### src/shared/csht_regs.vh
// Register offsets, field positions, reset values and timing constants for the short/termination block
`ifndef CSHT_REGS_VH
`define CSHT_REGS_VH
`define CSHT_ADDR_SHORT_SETUP 8'h10
`define CSHT_ADDR_TERM_SETUP 8'h11
`define CSHT_ADDR_FAULT 8'h0d
`define CSHT_RST_SHORT_SETUP 8'h84
`define CSHT_RST_TERM_SETUP 8'h40
`define CSHT_SHORT_MASK 8'he7
`define CSHT_TMO_HI 7
`define CSHT_TMO_LO 5
`define CSHT_VSEL_HI 2
`define CSHT_VSEL_LO 0
`define CSHT_TERM_HI 7
`define CSHT_TERM_LO 5
`define CSHT_DIV20_BIT 4
`define CSHT_DIV10_BIT 3
`define CSHT_DIV5_BIT 2
`define CSHT_SYSEN_HI 1
`define CSHT_SYSEN_LO 0
`define CSHT_FLT_SHORT_BIT 3
`define CSHT_SYSEN_LDO 2'h0
`define CSHT_SYSEN_BATNODE 2'h1
`define CSHT_SYSEN_WEAKISO 2'h2
`define CSHT_SYSEN_LDOWEAK 2'h3
// Currents in units of 0.5 mA; 12.5 mA and 170 mA limits
`define CSHT_TERM_MIN 9'h019
`define CSHT_TERM_MAX 9'h154
`define CSHT_CLK_HZ 50000000
`define CSHT_SEC_W 8
`define CSHT_RST_VSEL 3'h4
// Short threshold base, 2.0 V in tenths of a volt
`define CSHT_THR_BASE 8'h14
// Timeout table in seconds
`define CSHT_TMO_0 8'h01
`define CSHT_TMO_1 8'h02
`define CSHT_TMO_2 8'h04
`define CSHT_TMO_3 8'h0a
`define CSHT_TMO_4 8'h1e
`define CSHT_TMO_5 8'h3c
`define CSHT_TMO_6 8'h78
`define CSHT_TMO_7 8'hb4
// Fixed termination table in half-mA units
`define CSHT_FIX_0 9'h019
`define CSHT_FIX_1 9'h041
`define CSHT_FIX_2 9'h069
`define CSHT_FIX_3 9'h091
`define CSHT_FIX_4 9'h0b9
`define CSHT_FIX_5 9'h0eb
`define CSHT_FIX_6 9'h11d
`define CSHT_FIX_7 9'h154
// Ratio multipliers on (code + 1), giving half-mA directly
`define CSHT_MUL_DIV20 10'h005
`define CSHT_MUL_DIV10 10'h00a
`define CSHT_MUL_DIV5 10'h014
`endif

### src/rtl/csht_cfg.v
// Battery-short setup, termination current select and system enable mode logic
`timescale 1ns/1ps
`include "csht_regs.vh"

// Units: voltages in 0.1 V, currents in 0.5 mA steps.
// Fast-charge current is taken as (code + 1) x 50 mA; ratio results
// are exact in half-mA units, so no divider is needed.
// Short timeout has one-second granularity and may end up to
// one second early, as the divider runs free.
// Fault register holds only the short flag; other bits read zero.
// A write of one and a new short in the same cycle keep the flag set.
module csht_cfg #(
  parameter CLK_PER_SEC = `CSHT_CLK_HZ
)
(
  input wire mclk,
  input wire rst,
  input wire reg_wr,
  input wire reg_rd,
  input wire [7:0] reg_addr,
  input wire [7:0] reg_wdata,
  output reg [7:0] reg_rdata_ff,
  input wire [4:0] fast_charge_current_code,
  input wire battery_monitor_en,
  input wire input_supply_present,
  input wire input_power_cycled,
  input wire ldo_active,
  input wire sys_voltage_ok,
  input wire battery_node_ok,
  input wire charge_enabled,
  input wire bat_above_weak,
  input wire [7:0] bat_voltage_dv,
  output reg system_enable_pin_ff,
  output reg iso_switch_dis_ff,
  output reg battery_short_flag_ff,
  output reg [8:0] term_current_ff,
  output reg [2:0] short_volt_sel_ff
);

  // Setup registers
  reg [7:0] short_setup_ff;
  reg [7:0] term_setup_ff;
  // Seconds divider and short timer
  reg [31:0] tick_cnt_ff;
  reg [31:0] tick_last;
  reg sec_tick_ff;
  reg [`CSHT_SEC_W-1:0] sec_cnt_ff;
  reg [`CSHT_SEC_W-1:0] tmo_secs;
  reg [7:0] thr_dv;
  reg below_thr;
  reg [2:0] tmo_code;
  reg short_expired;
  // Termination current path, half-mA units
  reg [8:0] fixed_cur;
  reg [9:0] fast_units;
  reg [9:0] ratio_cur;
  reg ratio_active;
  reg [8:0] nxt_term;
  // System enable path
  reg nxt_sysen;
  reg nxt_iso;
  reg [1:0] sysen_mode;
  reg weak_iso_allowed;
  // Decoded strobes
  reg wr_short;
  reg wr_term;
  reg wr_fault;
  reg flag_clear_req;

  // Timeout code to seconds
  always @*
  begin
    tmo_code = short_setup_ff[`CSHT_TMO_HI:`CSHT_TMO_LO];
    case (tmo_code)
      3'h0: tmo_secs = `CSHT_TMO_0;
      3'h1: tmo_secs = `CSHT_TMO_1;
      3'h2: tmo_secs = `CSHT_TMO_2;
      3'h3: tmo_secs = `CSHT_TMO_3;
      3'h4: tmo_secs = `CSHT_TMO_4;
      3'h5: tmo_secs = `CSHT_TMO_5;
      3'h6: tmo_secs = `CSHT_TMO_6;
      default: tmo_secs = `CSHT_TMO_7;
    endcase
  end

  // Threshold in tenths of a volt, 2.0 V plus code steps
  always @*
  begin
    thr_dv = `CSHT_THR_BASE + {5'h00, short_setup_ff[`CSHT_VSEL_HI:`CSHT_VSEL_LO]};
    below_thr = (bat_voltage_dv < thr_dv);
  end

  // Fixed termination table, half-milliamp units
  always @*
  begin
    case (term_setup_ff[`CSHT_TERM_HI:`CSHT_TERM_LO])
      3'h0: fixed_cur = `CSHT_FIX_0;
      3'h1: fixed_cur = `CSHT_FIX_1;
      3'h2: fixed_cur = `CSHT_FIX_2;
      3'h3: fixed_cur = `CSHT_FIX_3;
      3'h4: fixed_cur = `CSHT_FIX_4;
      3'h5: fixed_cur = `CSHT_FIX_5;
      3'h6: fixed_cur = `CSHT_FIX_6;
      default: fixed_cur = `CSHT_FIX_7;
    endcase
  end

  // Fast-charge steps as (code + 1); a full 50 mA-scaled value would not fit 9 bits
  always @*
  begin
    fast_units = {5'h00, fast_charge_current_code} + 10'h001;
  end

  // Ratio select with fixed priority; products stay exact in half-mA units
  always @*
  begin
    ratio_active = term_setup_ff[`CSHT_DIV20_BIT] | term_setup_ff[`CSHT_DIV10_BIT] |
                   term_setup_ff[`CSHT_DIV5_BIT];
    if (term_setup_ff[`CSHT_DIV20_BIT])
      ratio_cur = fast_units * `CSHT_MUL_DIV20;
    else if (term_setup_ff[`CSHT_DIV10_BIT])
      ratio_cur = fast_units * `CSHT_MUL_DIV10;
    else
      ratio_cur = fast_units * `CSHT_MUL_DIV5;
  end

  // Clamp applies to ratio modes only; the fixed table is already in range
  always @*
  begin
    if (!ratio_active)
      nxt_term = fixed_cur;
    else if (ratio_cur < {1'b0, `CSHT_TERM_MIN})
      nxt_term = `CSHT_TERM_MIN;
    else if (ratio_cur > {1'b0, `CSHT_TERM_MAX})
      nxt_term = `CSHT_TERM_MAX;
    else
      nxt_term = ratio_cur[8:0];
  end

  // Mode 10 is only honoured on battery with the monitor running
  always @*
  begin
    weak_iso_allowed = !input_supply_present && battery_monitor_en;
  end

  // System enable per mode; mode 10 falls back to mode 00 when not allowed
  always @*
  begin
    sysen_mode = term_setup_ff[`CSHT_SYSEN_HI:`CSHT_SYSEN_LO];
    nxt_iso = 1'b0;
    nxt_sysen = 1'b0;
    case (sysen_mode)
      `CSHT_SYSEN_LDO:
      begin
        nxt_sysen = ldo_active & sys_voltage_ok;
      end
      `CSHT_SYSEN_BATNODE:
      begin
        nxt_sysen = battery_node_ok;
      end
      `CSHT_SYSEN_WEAKISO:
      begin
        if (weak_iso_allowed)
        begin
          nxt_sysen = !bat_above_weak;
          nxt_iso = !bat_above_weak;
        end
        else
          nxt_sysen = ldo_active & sys_voltage_ok;
      end
      default:
        nxt_sysen = charge_enabled ? bat_above_weak : ldo_active;
    endcase
  end

  // Write strobes decoded once, shared by the register and flag logic
  always @*
  begin
    wr_short = reg_wr && (reg_addr == `CSHT_ADDR_SHORT_SETUP);
    wr_term = reg_wr && (reg_addr == `CSHT_ADDR_TERM_SETUP);
    wr_fault = reg_wr && (reg_addr == `CSHT_ADDR_FAULT);
  end

  // Setup registers; unused short bits are masked at the write
  always @(posedge mclk)
  begin
    if (rst)
    begin
      short_setup_ff <= `CSHT_RST_SHORT_SETUP;
      term_setup_ff <= `CSHT_RST_TERM_SETUP;
    end
    else
    begin
      if (wr_short)
        short_setup_ff <= reg_wdata & `CSHT_SHORT_MASK;
      if (wr_term)
        term_setup_ff <= reg_wdata;
    end
  end

  // Last count of the seconds divider
  always @*
  begin
    tick_last = CLK_PER_SEC - 1;
  end

  // Seconds enable from a divider; a one-cycle pulse keeps a single clock
  always @(posedge mclk)
  begin
    if (rst)
    begin
      tick_cnt_ff <= 32'h0000_0000;
      sec_tick_ff <= 1'b0;
    end
    else if (tick_cnt_ff == tick_last)
    begin
      tick_cnt_ff <= 32'h0000_0000;
      sec_tick_ff <= 1'b1;
    end
    else
    begin
      tick_cnt_ff <= tick_cnt_ff + 32'h0000_0001;
      sec_tick_ff <= 1'b0;
    end
  end

  // Expiry and clear requests
  always @*
  begin
    short_expired = (sec_cnt_ff == tmo_secs);
    flag_clear_req = input_power_cycled | (wr_fault & reg_wdata[`CSHT_FLT_SHORT_BIT]);
  end

  // Short timer; any recovery restarts it, so brief dips never add up
  always @(posedge mclk)
  begin
    if (rst)
      sec_cnt_ff <= {`CSHT_SEC_W{1'b0}};
    else if (!below_thr)
      sec_cnt_ff <= {`CSHT_SEC_W{1'b0}};
    else if (sec_tick_ff && !short_expired)
      sec_cnt_ff <= sec_cnt_ff + 8'h01;
  end

  // Sticky short flag; a new short in the clearing cycle wins
  always @(posedge mclk)
  begin
    if (rst)
      battery_short_flag_ff <= 1'b0;
    else if (below_thr && short_expired)
      battery_short_flag_ff <= 1'b1;
    else if (flag_clear_req)
      battery_short_flag_ff <= 1'b0;
  end

  // Registered pin and status outputs
  always @(posedge mclk)
  begin
    if (rst)
    begin
      system_enable_pin_ff <= 1'b0;
      iso_switch_dis_ff <= 1'b0;
      term_current_ff <= `CSHT_TERM_MIN;
      short_volt_sel_ff <= `CSHT_RST_VSEL;
    end
    else
    begin
      system_enable_pin_ff <= nxt_sysen;
      iso_switch_dis_ff <= nxt_iso;
      term_current_ff <= nxt_term;
      short_volt_sel_ff <= short_setup_ff[`CSHT_VSEL_HI:`CSHT_VSEL_LO];
    end
  end

  // Read data stands one cycle; unmapped addresses read zero
  always @(posedge mclk)
  begin
    if (rst)
      reg_rdata_ff <= 8'h00;
    else if (reg_rd && reg_addr == `CSHT_ADDR_SHORT_SETUP)
      reg_rdata_ff <= short_setup_ff;
    else if (reg_rd && reg_addr == `CSHT_ADDR_TERM_SETUP)
      reg_rdata_ff <= term_setup_ff;
    else if (reg_rd && reg_addr == `CSHT_ADDR_FAULT)
      reg_rdata_ff <= {4'h0, battery_short_flag_ff, 3'h0};
    else
      reg_rdata_ff <= 8'h00;
  end

endmodule // csht_cfg

### config.mk
export PLATFORM = sky130hd
export DESIGN_NAME = csht_cfg
export DESIGN_NICKNAME = d
export VERILOG_FILES = /design/src/rtl/csht_cfg.v
export VERILOG_INCLUDE_DIRS = /design/src /design/src/shared
export SDC_FILE = /design/constraint.sdc
export NUM_CORES = 1
export LEC_CHECK = 0
export ABC_AREA = 1
export BUFFER_PORTS_ARGS = -buffer_cell sky130_fd_sc_hd__clkbuf_2
export CAP_MARGIN = 20
export CORE_ASPECT_RATIO = 1.1
export CORE_MARGIN = 4
export CORE_UTILIZATION = 42
export DETAILED_ROUTE_END_ITERATION = 10
export PLACE_DENSITY = 0.68
export SLEW_MARGIN = 20
export SYNTH_ARGS = -nofsm -noshare
export SYNTH_HDL_FRONTEND = slang
export SYNTH_SLANG_ARGS = --single-unit
### constraint.sdc
create_clock -name mclk -period 3 [get_ports mclk]
set_input_delay 0.3 -clock mclk [delete_from_list [all_inputs] [get_ports mclk]]
set_output_delay 0.3 -clock mclk [all_outputs]
set_load 0.005 [all_outputs]
==> flow_summary_export.csv, run 1 <==
group,metric,value,unit
die,num_rows,38,
routing,first_pass_iters,4,
critical_path,crit_chain,"clkbuf_2 > ha_1 > nand3_1 > xnor2_1 > ha_1 > fa_1 > xnor2_1 > nand2_1 > o21ai_1 > nand3_1 > nor2_1 > nor2_1 > nand3_1 > nand2_1 > inv_1 > nand3_1 > a21oi_1",
sta,finalSetupViolations,0,
yosys,synth_nets,656,
routing,drt_iter0_markers,185,
sta,final_max_slew_viol_count,0,
critical_path,cp.arrival,2.94,ns
outcome,status,"finished clean",
yosys,seq_area_frac_synth,37.23,%
sta,rsz0062_at_grt,"false",
die,die_w,103.3,µm
die,pin_count,64,
yosys,synth_warnings,0,
routing,routed_wl,9.827,mm
finish,multi_input_area,2232,µm²
min_path,hold_path.class,"in2reg",
grt,grt_pass1_vias,3695,
die,dieHeight,112.8,µm
power_and_ir_drop,leakage,0.002068,µW
clock_network,cts_inserted_buffers,9,
critical_path,critical_path.startpoint_type,"input pin",
place,place.gp.congestion,0.8596,
yosys,synth_cell_types,42,
finish,drive_gt1_share,14.41,%
power_and_ir_drop,ir_drop,0.2405,mV
clock_network,ctsLongestPathBuffers,2,
yosys,synthCells,602,
clock_network,h-tree-depth,3,
sta,final.hold.worst_slack,0.1400,ns
routing,vias,4004,
clock_network,clkTransAtPathRegs,0.09,ns
critical_path,critPathKind,"in2reg",
finish,areaGrowthSynthToFinish,16.86,%
grt,grt_pass1_wl,16.17,mm
critical_path,cp-end-kind,"flip-flop",
routing,ant_nets,0,
yosys,syn-mean-instance-area,6.967,µm²
die,dieArea,11650,µm²
sta,max_freq,377.9,MHz
clock_network,cts_tree,"yes",
power_and_ir_drop,power_density,479.6,nW/µm²
clock_network,cts_hold_buffers,0,
critical_path,worstPathMaxFanout,4,
finish,design_area,4901,µm²
critical_path,critPathSlowestCell,"fa_1",
critical_path,max_stage_delay,0.47,ns
clock_network,clock_latency,0.36,ns
finish,antenna_cells,0,
critical_path,cpMostUsedCell,"nand3_1",
clock_network,cts_root_buf,"clkbuf_8",
grt,antenna_found_initial,0,
sta,min_period,2.646,ns
sta,finalSetupTns,0,ns
routing,avgRoutedWirePerCell,12.39,µm
sta,fin_crit_sh,88.21,%
yosys,netlist_area,4194,µm²
place,portBuffers,63,
routing,drc_errors,0,
clock_network,cts-resized-gates,0,
sta,hold_viol,0,
grt,grt_use_total,17.09,%
clock_network,cts_setup_buffers,0,
power_and_ir_drop,p_total,2351,µW
finish,regArea,1562,µm²
place,dp_hpwl,7.643,mm
clock_network,cts.sinks,78,
die,core_area,9794,µm²
critical_path,cp.required,3.29,ns
routing,drt-vias-per-instance,5.049,
run,maxCapViolations,0,
die,initial_core_util,42.82,%
yosys,synth_seq_cells,78,
place,place_area,4632,µm²
finish,nets,722,
grt,grt_max_degree,32,
sta,skew,0.01415,ns
finish,nFillCells,988,
grt,gr-total-overflow,0,
[per-stage QoR]
step	cells	worst slack, ns	util [%]
finish	793	0.3536	50.04
global route	793	0.05663	50.04
global placement	777	0.1116	47.29
detailed placement	777	0.03491	47.29
floorplan	602	0.4112	-
CTS	793	0.3957	50.04
[critical path: cells and delay by family]
family	cells	cell delay (ns)
AO/OA/AOI/OAI	2	0.30
adder cells (fa/ha/maj)	3	0.96
XOR/XNOR	2	0.49
buffers and inverters	2	0.19
AND/OR/NAND/NOR	8	0.68
[worst paths after layout]
path | from | end | slack, ns | depth (start not counted)
max | fast_charge_current_code[0] | term_current_ff[1] | 0.35 | 17
min | bat_above_weak | iso_switch_dis_ff | 0.14 | 2
max reg2reg | tick_cnt_ff[0] | tick_cnt_ff[26] | 0.81 | 14
min reg2reg | tick_cnt_ff[0] | tick_cnt_ff[0] | 0.47 | 1
[state kept, by name (all words and copies together), names as in the netlist, 3 cells and up]
register and flops:
reg_rdata_ff 8, term_current_ff 9, short_volt_sel_ff 3, tick_cnt_ff 32, short_setup_ff 6, term_setup_ff 8, sec_cnt_ff 8
[per-layer routing]
metal	global-route usage, %	share of wire (%)
met1	21.32	45
met5	0	0
met3	3.391	5.2
met2	28.80	48
met4	6.390	1.8
[where the power goes]
group	internal (µW)	switching, µW	total, µW
Combinational	95.2	153	248
Clock	641	416	1060
Sequential	1040	4.08	1050
Total	1780	573	2350
[synth_stat cells]
library cell / number / area, µm²
o2111ai_1: 1 / 8.760
nand2_4: 1 / 11.26
o21ai_0: 29 / 145.1
nor3b_1: 5 / 37.54
ha_1: 12 / 150.1
o31ai_1: 1 / 7.510
a211oi_1: 2 / 15.01
nor2_2: 2 / 12.51
nor2_1: 77 / 289.0
xor2_1: 14 / 122.6
nand3_2: 2 / 20.02
clkinv_2: 1 / 5.000
nand2_2: 2 / 12.51
o21bai_1: 1 / 7.510
nand4_1: 14 / 87.58
conb_1: 1 / 3.750
nand2b_1: 1 / 6.260
fa_1: 1 / 20.02
nor3_1: 19 / 95.09
nand2_1: 102 / 382.9
a221oi_1: 1 / 8.760
inv_1: 92 / 345.3
clkbuf_1: 6 / 22.52
o21a_1: 3 / 22.52
xnor2_1: 13 / 113.9
a31oi_1: 2 / 12.51
o32ai_1: 1 / 8.760
a21oi_1: 42 / 210.2
nor3_2: 3 / 30.03
buf_2: 4 / 20.02
inv_2: 2 / 7.510
a22oi_1: 1 / 7.510
a211o_1: 1 / 8.760
o21ai_1: 2 / 10.01
nand3_1: 41 / 205.2
o22ai_1: 5 / 31.28
nor2_4: 3 / 33.78
nor4_1: 7 / 43.79
dfxtp_1: 78 / 1562
a21boi_0: 1 / 7.510
o211ai_1: 4 / 30.03
or2_0: 2 / 12.51
[final cells by class]
class                           instances  share of cell area, %
Multi-Input combinational cell        419                  45.55
Sequential cell                        78                  31.86
Inverter                               95                  7.302
Timing Repair Buffer                   65                  6.740
Tap cell                              120                  3.064
Clock inverter                          7                  2.961
Clock buffer                            9                  2.527
[cells by family after synthesis]
logic type / count (synthesis) / share of synthesized area (%)
XOR/XNOR: 27 / 5.639
buffers and inverters: 105 / 9.546
other: 1 / 0.08941
AND/OR/NAND/NOR: 281 / 30.52
adder cells (fa/ha/maj): 13 / 4.057
AO/OA/AOI/OAI: 97 / 12.92
flip-flops: 78 / 37.23
[placed cells by master (no fill, tap or decap), types with 19 or more instances in the layout]
cell type | netlist | routed
a21oi_1 | 42 | 42
nand2_1 | 102 | 102
clkbuf_2 | 0 | 63
dfxtp_1 | 78 | 78
o21ai_0 | 29 | 29
nand3_1 | 41 | 41
nor2_1 | 77 | 77
nor3_1 | 19 | 19
inv_1 | 92 | 92
(Power assumes the default switching activity.)
==> run 2: changes to the inputs <==
--- a/config.mk
+++ b/config.mk
@@ -7,13 +7,13 @@
 export NUM_CORES = 1
 export LEC_CHECK = 0
 export ABC_AREA = 1
-export BUFFER_PORTS_ARGS = -buffer_cell sky130_fd_sc_hd__clkbuf_2
 export CAP_MARGIN = 20
 export CORE_ASPECT_RATIO = 1.1
 export CORE_MARGIN = 4
 export CORE_UTILIZATION = 42
 export DETAILED_ROUTE_END_ITERATION = 10
-export PLACE_DENSITY = 0.68
+export DONT_BUFFER_PORTS = 1
+export PLACE_DENSITY = 0.62
 export SLEW_MARGIN = 20
 export SYNTH_ARGS = -nofsm -noshare
 export SYNTH_HDL_FRONTEND = slang
==> flow_summary_export.csv, run 2 (synthesized netlist as in run 1, its figures left out) <==
group,metric,value,unit
outcome,status,"finished clean",
sta,hold_viol,0,
die,initial_core_util,42.82,%
grt,gr-total-overflow,0,
sta,max_freq,402.5,MHz
routing,avgRoutedWirePerCell,13.22,µm
finish,design_area,4542,µm²
finish,largest_registers,"tick_cnt_ff: 32 flops, term_current_ff: 9 flops",
critical_path,max_stage_delay,0.47,ns
die,pin_count,64,
place,pre_cts_ws,0.1893,ns
critical_path,worstPathMaxFanout,6,
finish,antenna_cells,0,
place,placed_cells,715,
grt,grt_busiest_layer,"met2",
routing,routed_wl,9.688,mm
finish,largest_reg_flops,32,
power_and_ir_drop,clkPwrFrac,38.5,%
power_and_ir_drop,leakage,0.001772,µW
finish,areaGrowthSynthToFinish,8.294,%
grt,grt_max_degree,23,
power_and_ir_drop,intPower,1508,µW
power_and_ir_drop,power_switching,539.4,µW
grt,grt_pass1_vias,3542,
routing,drc_errors,0,
sta,worst_pin_slew,0.5724,ns
routing,vias,3811,
routing,ant_nets,0,
finish,fin_cells,733,
critical_path,r2r_cells,14,
critical_path,cp.arrival,2.77,ns
critical_path,critical_path.startpoint_type,"input pin",
grt,use_met2,28.75,%
place,place.gp.congestion,0.8604,
routing,first_pass_iters,4,
finish,regArea,1562,µm²
sta,finalSetupTns,0,ns
grt,grtUsageMet3,5.919,%
clock_network,cts_tree,"yes",
place,dp_hpwl,7.637,mm
critical_path,r2r-start,"tick_cnt_ff[0]",
critical_path,cp-end-kind,"flip-flop",
routing,drt_iter0_markers,135,
min_path,hold_path.class,"in2reg",
die,dieHeight,112.8,µm
run,maxCapViolations,0,
critical_path,critPathKind,"in2reg",
clock_network,ctsLongestPathBuffers,2,
finish,regMostFlops,"tick_cnt_ff",
critical_path,crit_chain,"ha_1 > nand3_1 > xnor2_1 > ha_1 > fa_1 > xnor2_1 > a21oi_1 > nand2_1 > nand2_1 > nor2_1 > nand3_1 > nand2_1 > nand2_1 > nand2_1 > nand2_1 > a21oi_1",
finish,nets,662,
die,core_area,9794,µm²
finish,drive_gt1_share,5.546,%
place,portBuffers,0,
critical_path,path_buf_inv,0,
sta,fin_crit_sh,82.82,%
min_path,hp-start,"rst",
clock_network,cts.sinks,78,
finish,mostFrequentLayoutCells,"nand2_1 (102), inv_1 (92), dfxtp_1 (78), nor2_1 (77), a21oi_1 (42)",
power_and_ir_drop,p_sw_share,26.35,%
sta,min_period,2.485,ns
critical_path,cp.required,3.29,ns
clock_network,cts_inserted_buffers,9,
critical_path,timing.rr.end,"tick_cnt_ff[26]",
power_and_ir_drop,p_seq_share,51.1,%
critical_path,cpMostUsedCell,"nand2_1",
sta,slew_headroom,61.75,%
finish,nFillCells,1020,
clock_network,clock_latency,0.36,ns
grt,grt_pass1_wl,16.26,mm
critical_path,critPathSlowestCell,"fa_1",
grt,met1_usage,20.87,%
min_path,hold_depth,1,
die,die_w,103.3,µm
critical_path,crit_family,"adder cells",
clock_network,cts_root_buf,"clkbuf_8",
grt,antenna_found_initial,0,
die,num_rows,38,
power_and_ir_drop,combPwrFrac,10.4,%
sta,finalSetupViolations,0,
power_and_ir_drop,power_density,450.7,nW/µm²
clock_network,clkTransAtPathRegs,0.09,ns
critical_path,reg2reg_slack,0.75,ns
finish,fin_util,46.37,%
sta,rsz0062_at_grt,"false",
finish,multi_input_area,2232,µm²
place,place_area,4324,µm²
routing,drt-vias-per-instance,5.199,
sta,setup_ws,0.5154,ns
die,dieArea,11650,µm²
grt,grt_use_total,17.56,%
min_path,holdPathEnd,"short_volt_sel_ff[0]",
sta,skew,0.01611,ns
clock_network,h-tree-depth,3,
sta,final_max_slew_viol_count,0,
power_and_ir_drop,ir_drop,0.2637,mV
finish,final_common_cell,"nand2_1",
run 2: how the worst max path moves through the flow:
stage,start,end,cells after the start
after global routing,fast_charge_current_code[0],term_current_ff[2],18
after floorplan,fast_charge_current_code[0],term_current_ff[3],15
after CTS,fast_charge_current_code[0],term_current_ff[2],16
after detailed placement,fast_charge_current_code[0],term_current_ff[2],16
after global placement,fast_charge_current_code[0],term_current_ff[2],18
final,fast_charge_current_code[0],term_current_ff[2],16
run 2: area by class of cell:
class	instances	area share (%)
inverters	95	7.879
repair buffers	5	0.9366
clock buffers	10	2.810
multi-input cells	419	49.15
clock inverters	6	1.543
flip-flops and latches	78	34.38
well taps	120	3.306
run 2: power groups by stage:
stage	Sequential, µW	Combinational, µW	Clock [µW]
3_5_place_dp	1070	208	0
5_1_grt	1050	246	863
4_1_cts	1050	212	809
6_report	1050	213	788
2_1_floorplan	1070	172	0
3_3_place_gp	1070	203	0
run 2: per-layer routing:
layer	routed length, µm	part of all wire, %
met1	4123	43
met2	4580	47
met3	739	7.6
met4	244	2.5
met5	0	0
run 2: repair_timing:
item	CTS	global route
gates resized for setup	0	0
buffers inserted	0	0
hold buffers	2	0
endpoints found under the hold margin	7	0
run 2: through the flow:
stage / hold slack, ns / total power [µW]
floorplan: 0.3723 / 1242
global placement: 0.3741 / 1274
detailed placement: 0.3734 / 1279
CTS: 0.02235 / 2068
global route: 0.01265 / 2157
finish: 0.04240 / 2047
==> run 3: changes to the inputs <==
==> constraint.sdc (replaced) <==
create_clock -name mclk -period 2.4 [get_ports mclk]
set_input_delay 0.24 -clock mclk [delete_from_list [all_inputs] [get_ports mclk]]
set_output_delay 0.24 -clock mclk [all_outputs]
set_load 0.005 [all_outputs]
==> flow_summary_export.csv, run 3 (synthesized netlist as in run 1, its figures left out) <==
group,metric,value,unit
outcome,status,"finished clean",
die,pin_count,64,
sta,skew,0.01497,ns
sta,max_freq,441.8,MHz
finish,fin_util,48.47,%
clock_network,cts_tree,"yes",
critical_path,worstPathMaxFanout,4,
critical_path,cp.arrival,2.54,ns
sta,setup_ws,0.1365,ns
finish,nets,673,
die,core_area,9794,µm²
routing,first_pass_iters,4,
grt,grt_max_degree,32,
routing,routed_wl,9.765,mm
routing,avgRoutedWirePerCell,13.13,µm
finish,final_common_cell,"nand2_1",
critical_path,cp.depth,17,
clock_network,clock_latency,0.36,ns
finish,regMostFlops,"tick_cnt_ff",
place,place.gp.congestion,0.8557,
finish,nFillCells,1014,
grt,gr-total-overflow,0,
clock_network,cts_root_buf,"clkbuf_8",
power_and_ir_drop,power_density,556.8,nW/µm²
critical_path,critPathKind,"in2reg",
finish,drive_gt1_share,9.615,%
routing,drt_iter0_markers,149,
grt,antenna_found_initial,0,
clock_network,cts.sinks,78,
place,pre_cts_ws,-0.2550,ns
critical_path,cp.required,2.68,ns
routing,drc_errors,0,
sta,rsz0062_at_grt,"true",
die,initial_core_util,42.82,%
sta,worst_pin_slew,0.5043,ns
die,dieHeight,112.8,µm
place,portBuffers,0,
critical_path,critical_path.startpoint_type,"input pin",
finish,mostFrequentLayoutCells,"nand2_1 (100), inv_1 (90), dfxtp_1 (78), nor2_1 (75), a21oi_1 (42)",
critical_path,crit_chain,"ha_4 > xor2_1 > ha_2 > ha_4 > fa_2 > inv_2 > nand2_1 > o21ai_1 > nor2_1 > nand3_1 > nor2_1 > nor2_1 > nand3_1 > nand2_1 > inv_1 > nand3_1 > a21oi_1",
clock_network,h-tree-depth,3,
finish,antenna_cells,0,
critical_path,r2r_cells,14,
routing,vias,3846,
grt,grt_pass1_vias,3698,
clock_network,cts_inserted_buffers,9,
routing,drt-vias-per-instance,5.169,
sta,finalSetupViolations,0,
die,num_rows,38,
min_path,hold_path.class,"in2reg",
finish,largest_registers,"tick_cnt_ff: 32 flops, term_current_ff: 9 flops",
die,dieArea,11650,µm²
routing,ant_nets,0,
finish,regArea,1562,µm²
power_and_ir_drop,ir_drop,0.2642,mV
grt,grt_pass1_wl,16.61,mm
place,placed_cells,723,
sta,min_period,2.264,ns
sta,final_max_slew_viol_count,0,
finish,fin_cells,744,
place,dp_hpwl,7.578,mm
finish,largest_reg_flops,32,
min_path,hold_depth,2,
sta,hold_viol,0,
finish,multi_input_area,2331,µm²
critical_path,path_buf_inv,2,
finish,areaGrowthSynthToFinish,13.19,%
grt,grt_use_total,17.74,%
clock_network,ctsLongestPathBuffers,2,
sta,fin_crit_sh,94.31,%
sta,slew_headroom,66.27,%
critical_path,cp-end-kind,"flip-flop",
run,maxCapViolations,0,
power_and_ir_drop,leakage,0.001879,µW
critical_path,critPathSlowestCell,"fa_2",
critical_path,max_stage_delay,0.58,ns
clock_network,clkTransAtPathRegs,0.08,ns
critical_path,crit_family,"adder cells",
clock_network,cts_setup_buffers,0,
die,die_w,103.3,µm
power_and_ir_drop,p_total,2643,µW
==> run 3: changes by cell type in the layout (fill, tap and decap cells not counted), sizes merged <==
cell / change
buf: +8
clkinv: +3
clkinvlp: -2
dlygate4sd3: +3
inv: -1
==> run 3: timing repair <==
action	CTS	global route
gates resized for setup	0	5
hold buffers	5	0
endpoints found under the setup margin	0	8
hold endpoints to repair	13	0
==> run 3: report_power, final <==
group | switching (µW) | internal (µW) | total, µW
registers | 5.99 | 1300 | 1310
logic | 192 | 150 | 342
clock network | 488 | 505 | 993
==> run 3: area by class of cell <==
type / count / area share (%)
tap: 120 / 3.163
inverter: 95 / 7.591
sequential: 78 / 32.89
clock inverter: 6 / 1.292
clock buffer: 10 / 2.899
timing repair buffer: 16 / 3.057
multi-input combinational: 419 / 49.10
==> run 3: worst register-to-register path: stages, from the launching register on <==
cell and delay, ns:
dfxtp_1 0.38, ha_1 0.19, nand2_1 0.08, nor2_2 0.14, nand2_1 0.11, nor2_1 0.13, nand2_1 0.13, nor3_4 0.17
nand2_1 0.10, nor2_1 0.10, nand2_1 0.09, nor2_2 0.14, nand2_1 0.09, o21bai_1 0.13, a21oi_1 0.05
==> run 3: final timing paths <==
path	startpoint	endpoint	slack (ns)
worst max-delay path	fast_charge_current_code[0]	term_current_ff[1]	0.14
worst min-delay path	rst	term_current_ff[0]	0.02
worst max register to register	tick_cnt_ff[0]	tick_cnt_ff[26]	0.28
worst min register to register	tick_cnt_ff[0]	tick_cnt_ff[0]	0.46
==> run 3: routing by layer <==
metal / vias up / wire, µm / share of wire [%] / GRT usage, %
met4: 0 / 131 / 1.3 / 5.699
met2: 74 / 4634 / 47 / 29.35
met1: 1760 / 4375 / 45 / 22.35
li1: 2000 / - / - / -
met5: - / 0 / 0 / 0
met3: 12 / 623 / 6.4 / 4.562
==> run 3: per-stage QoR <==
stage               cell area, µm²  setup TNS [ns]  hold WS, ns
floorplan                     4272        -0.01987       0.3123
global placement              4474         -0.8429       0.3168
detailed placement            4474          -1.551       0.3182
CTS                           4723               0     0.003090
global route                  4747        -0.04540    0.0002887
finish                        4747               0      0.02167
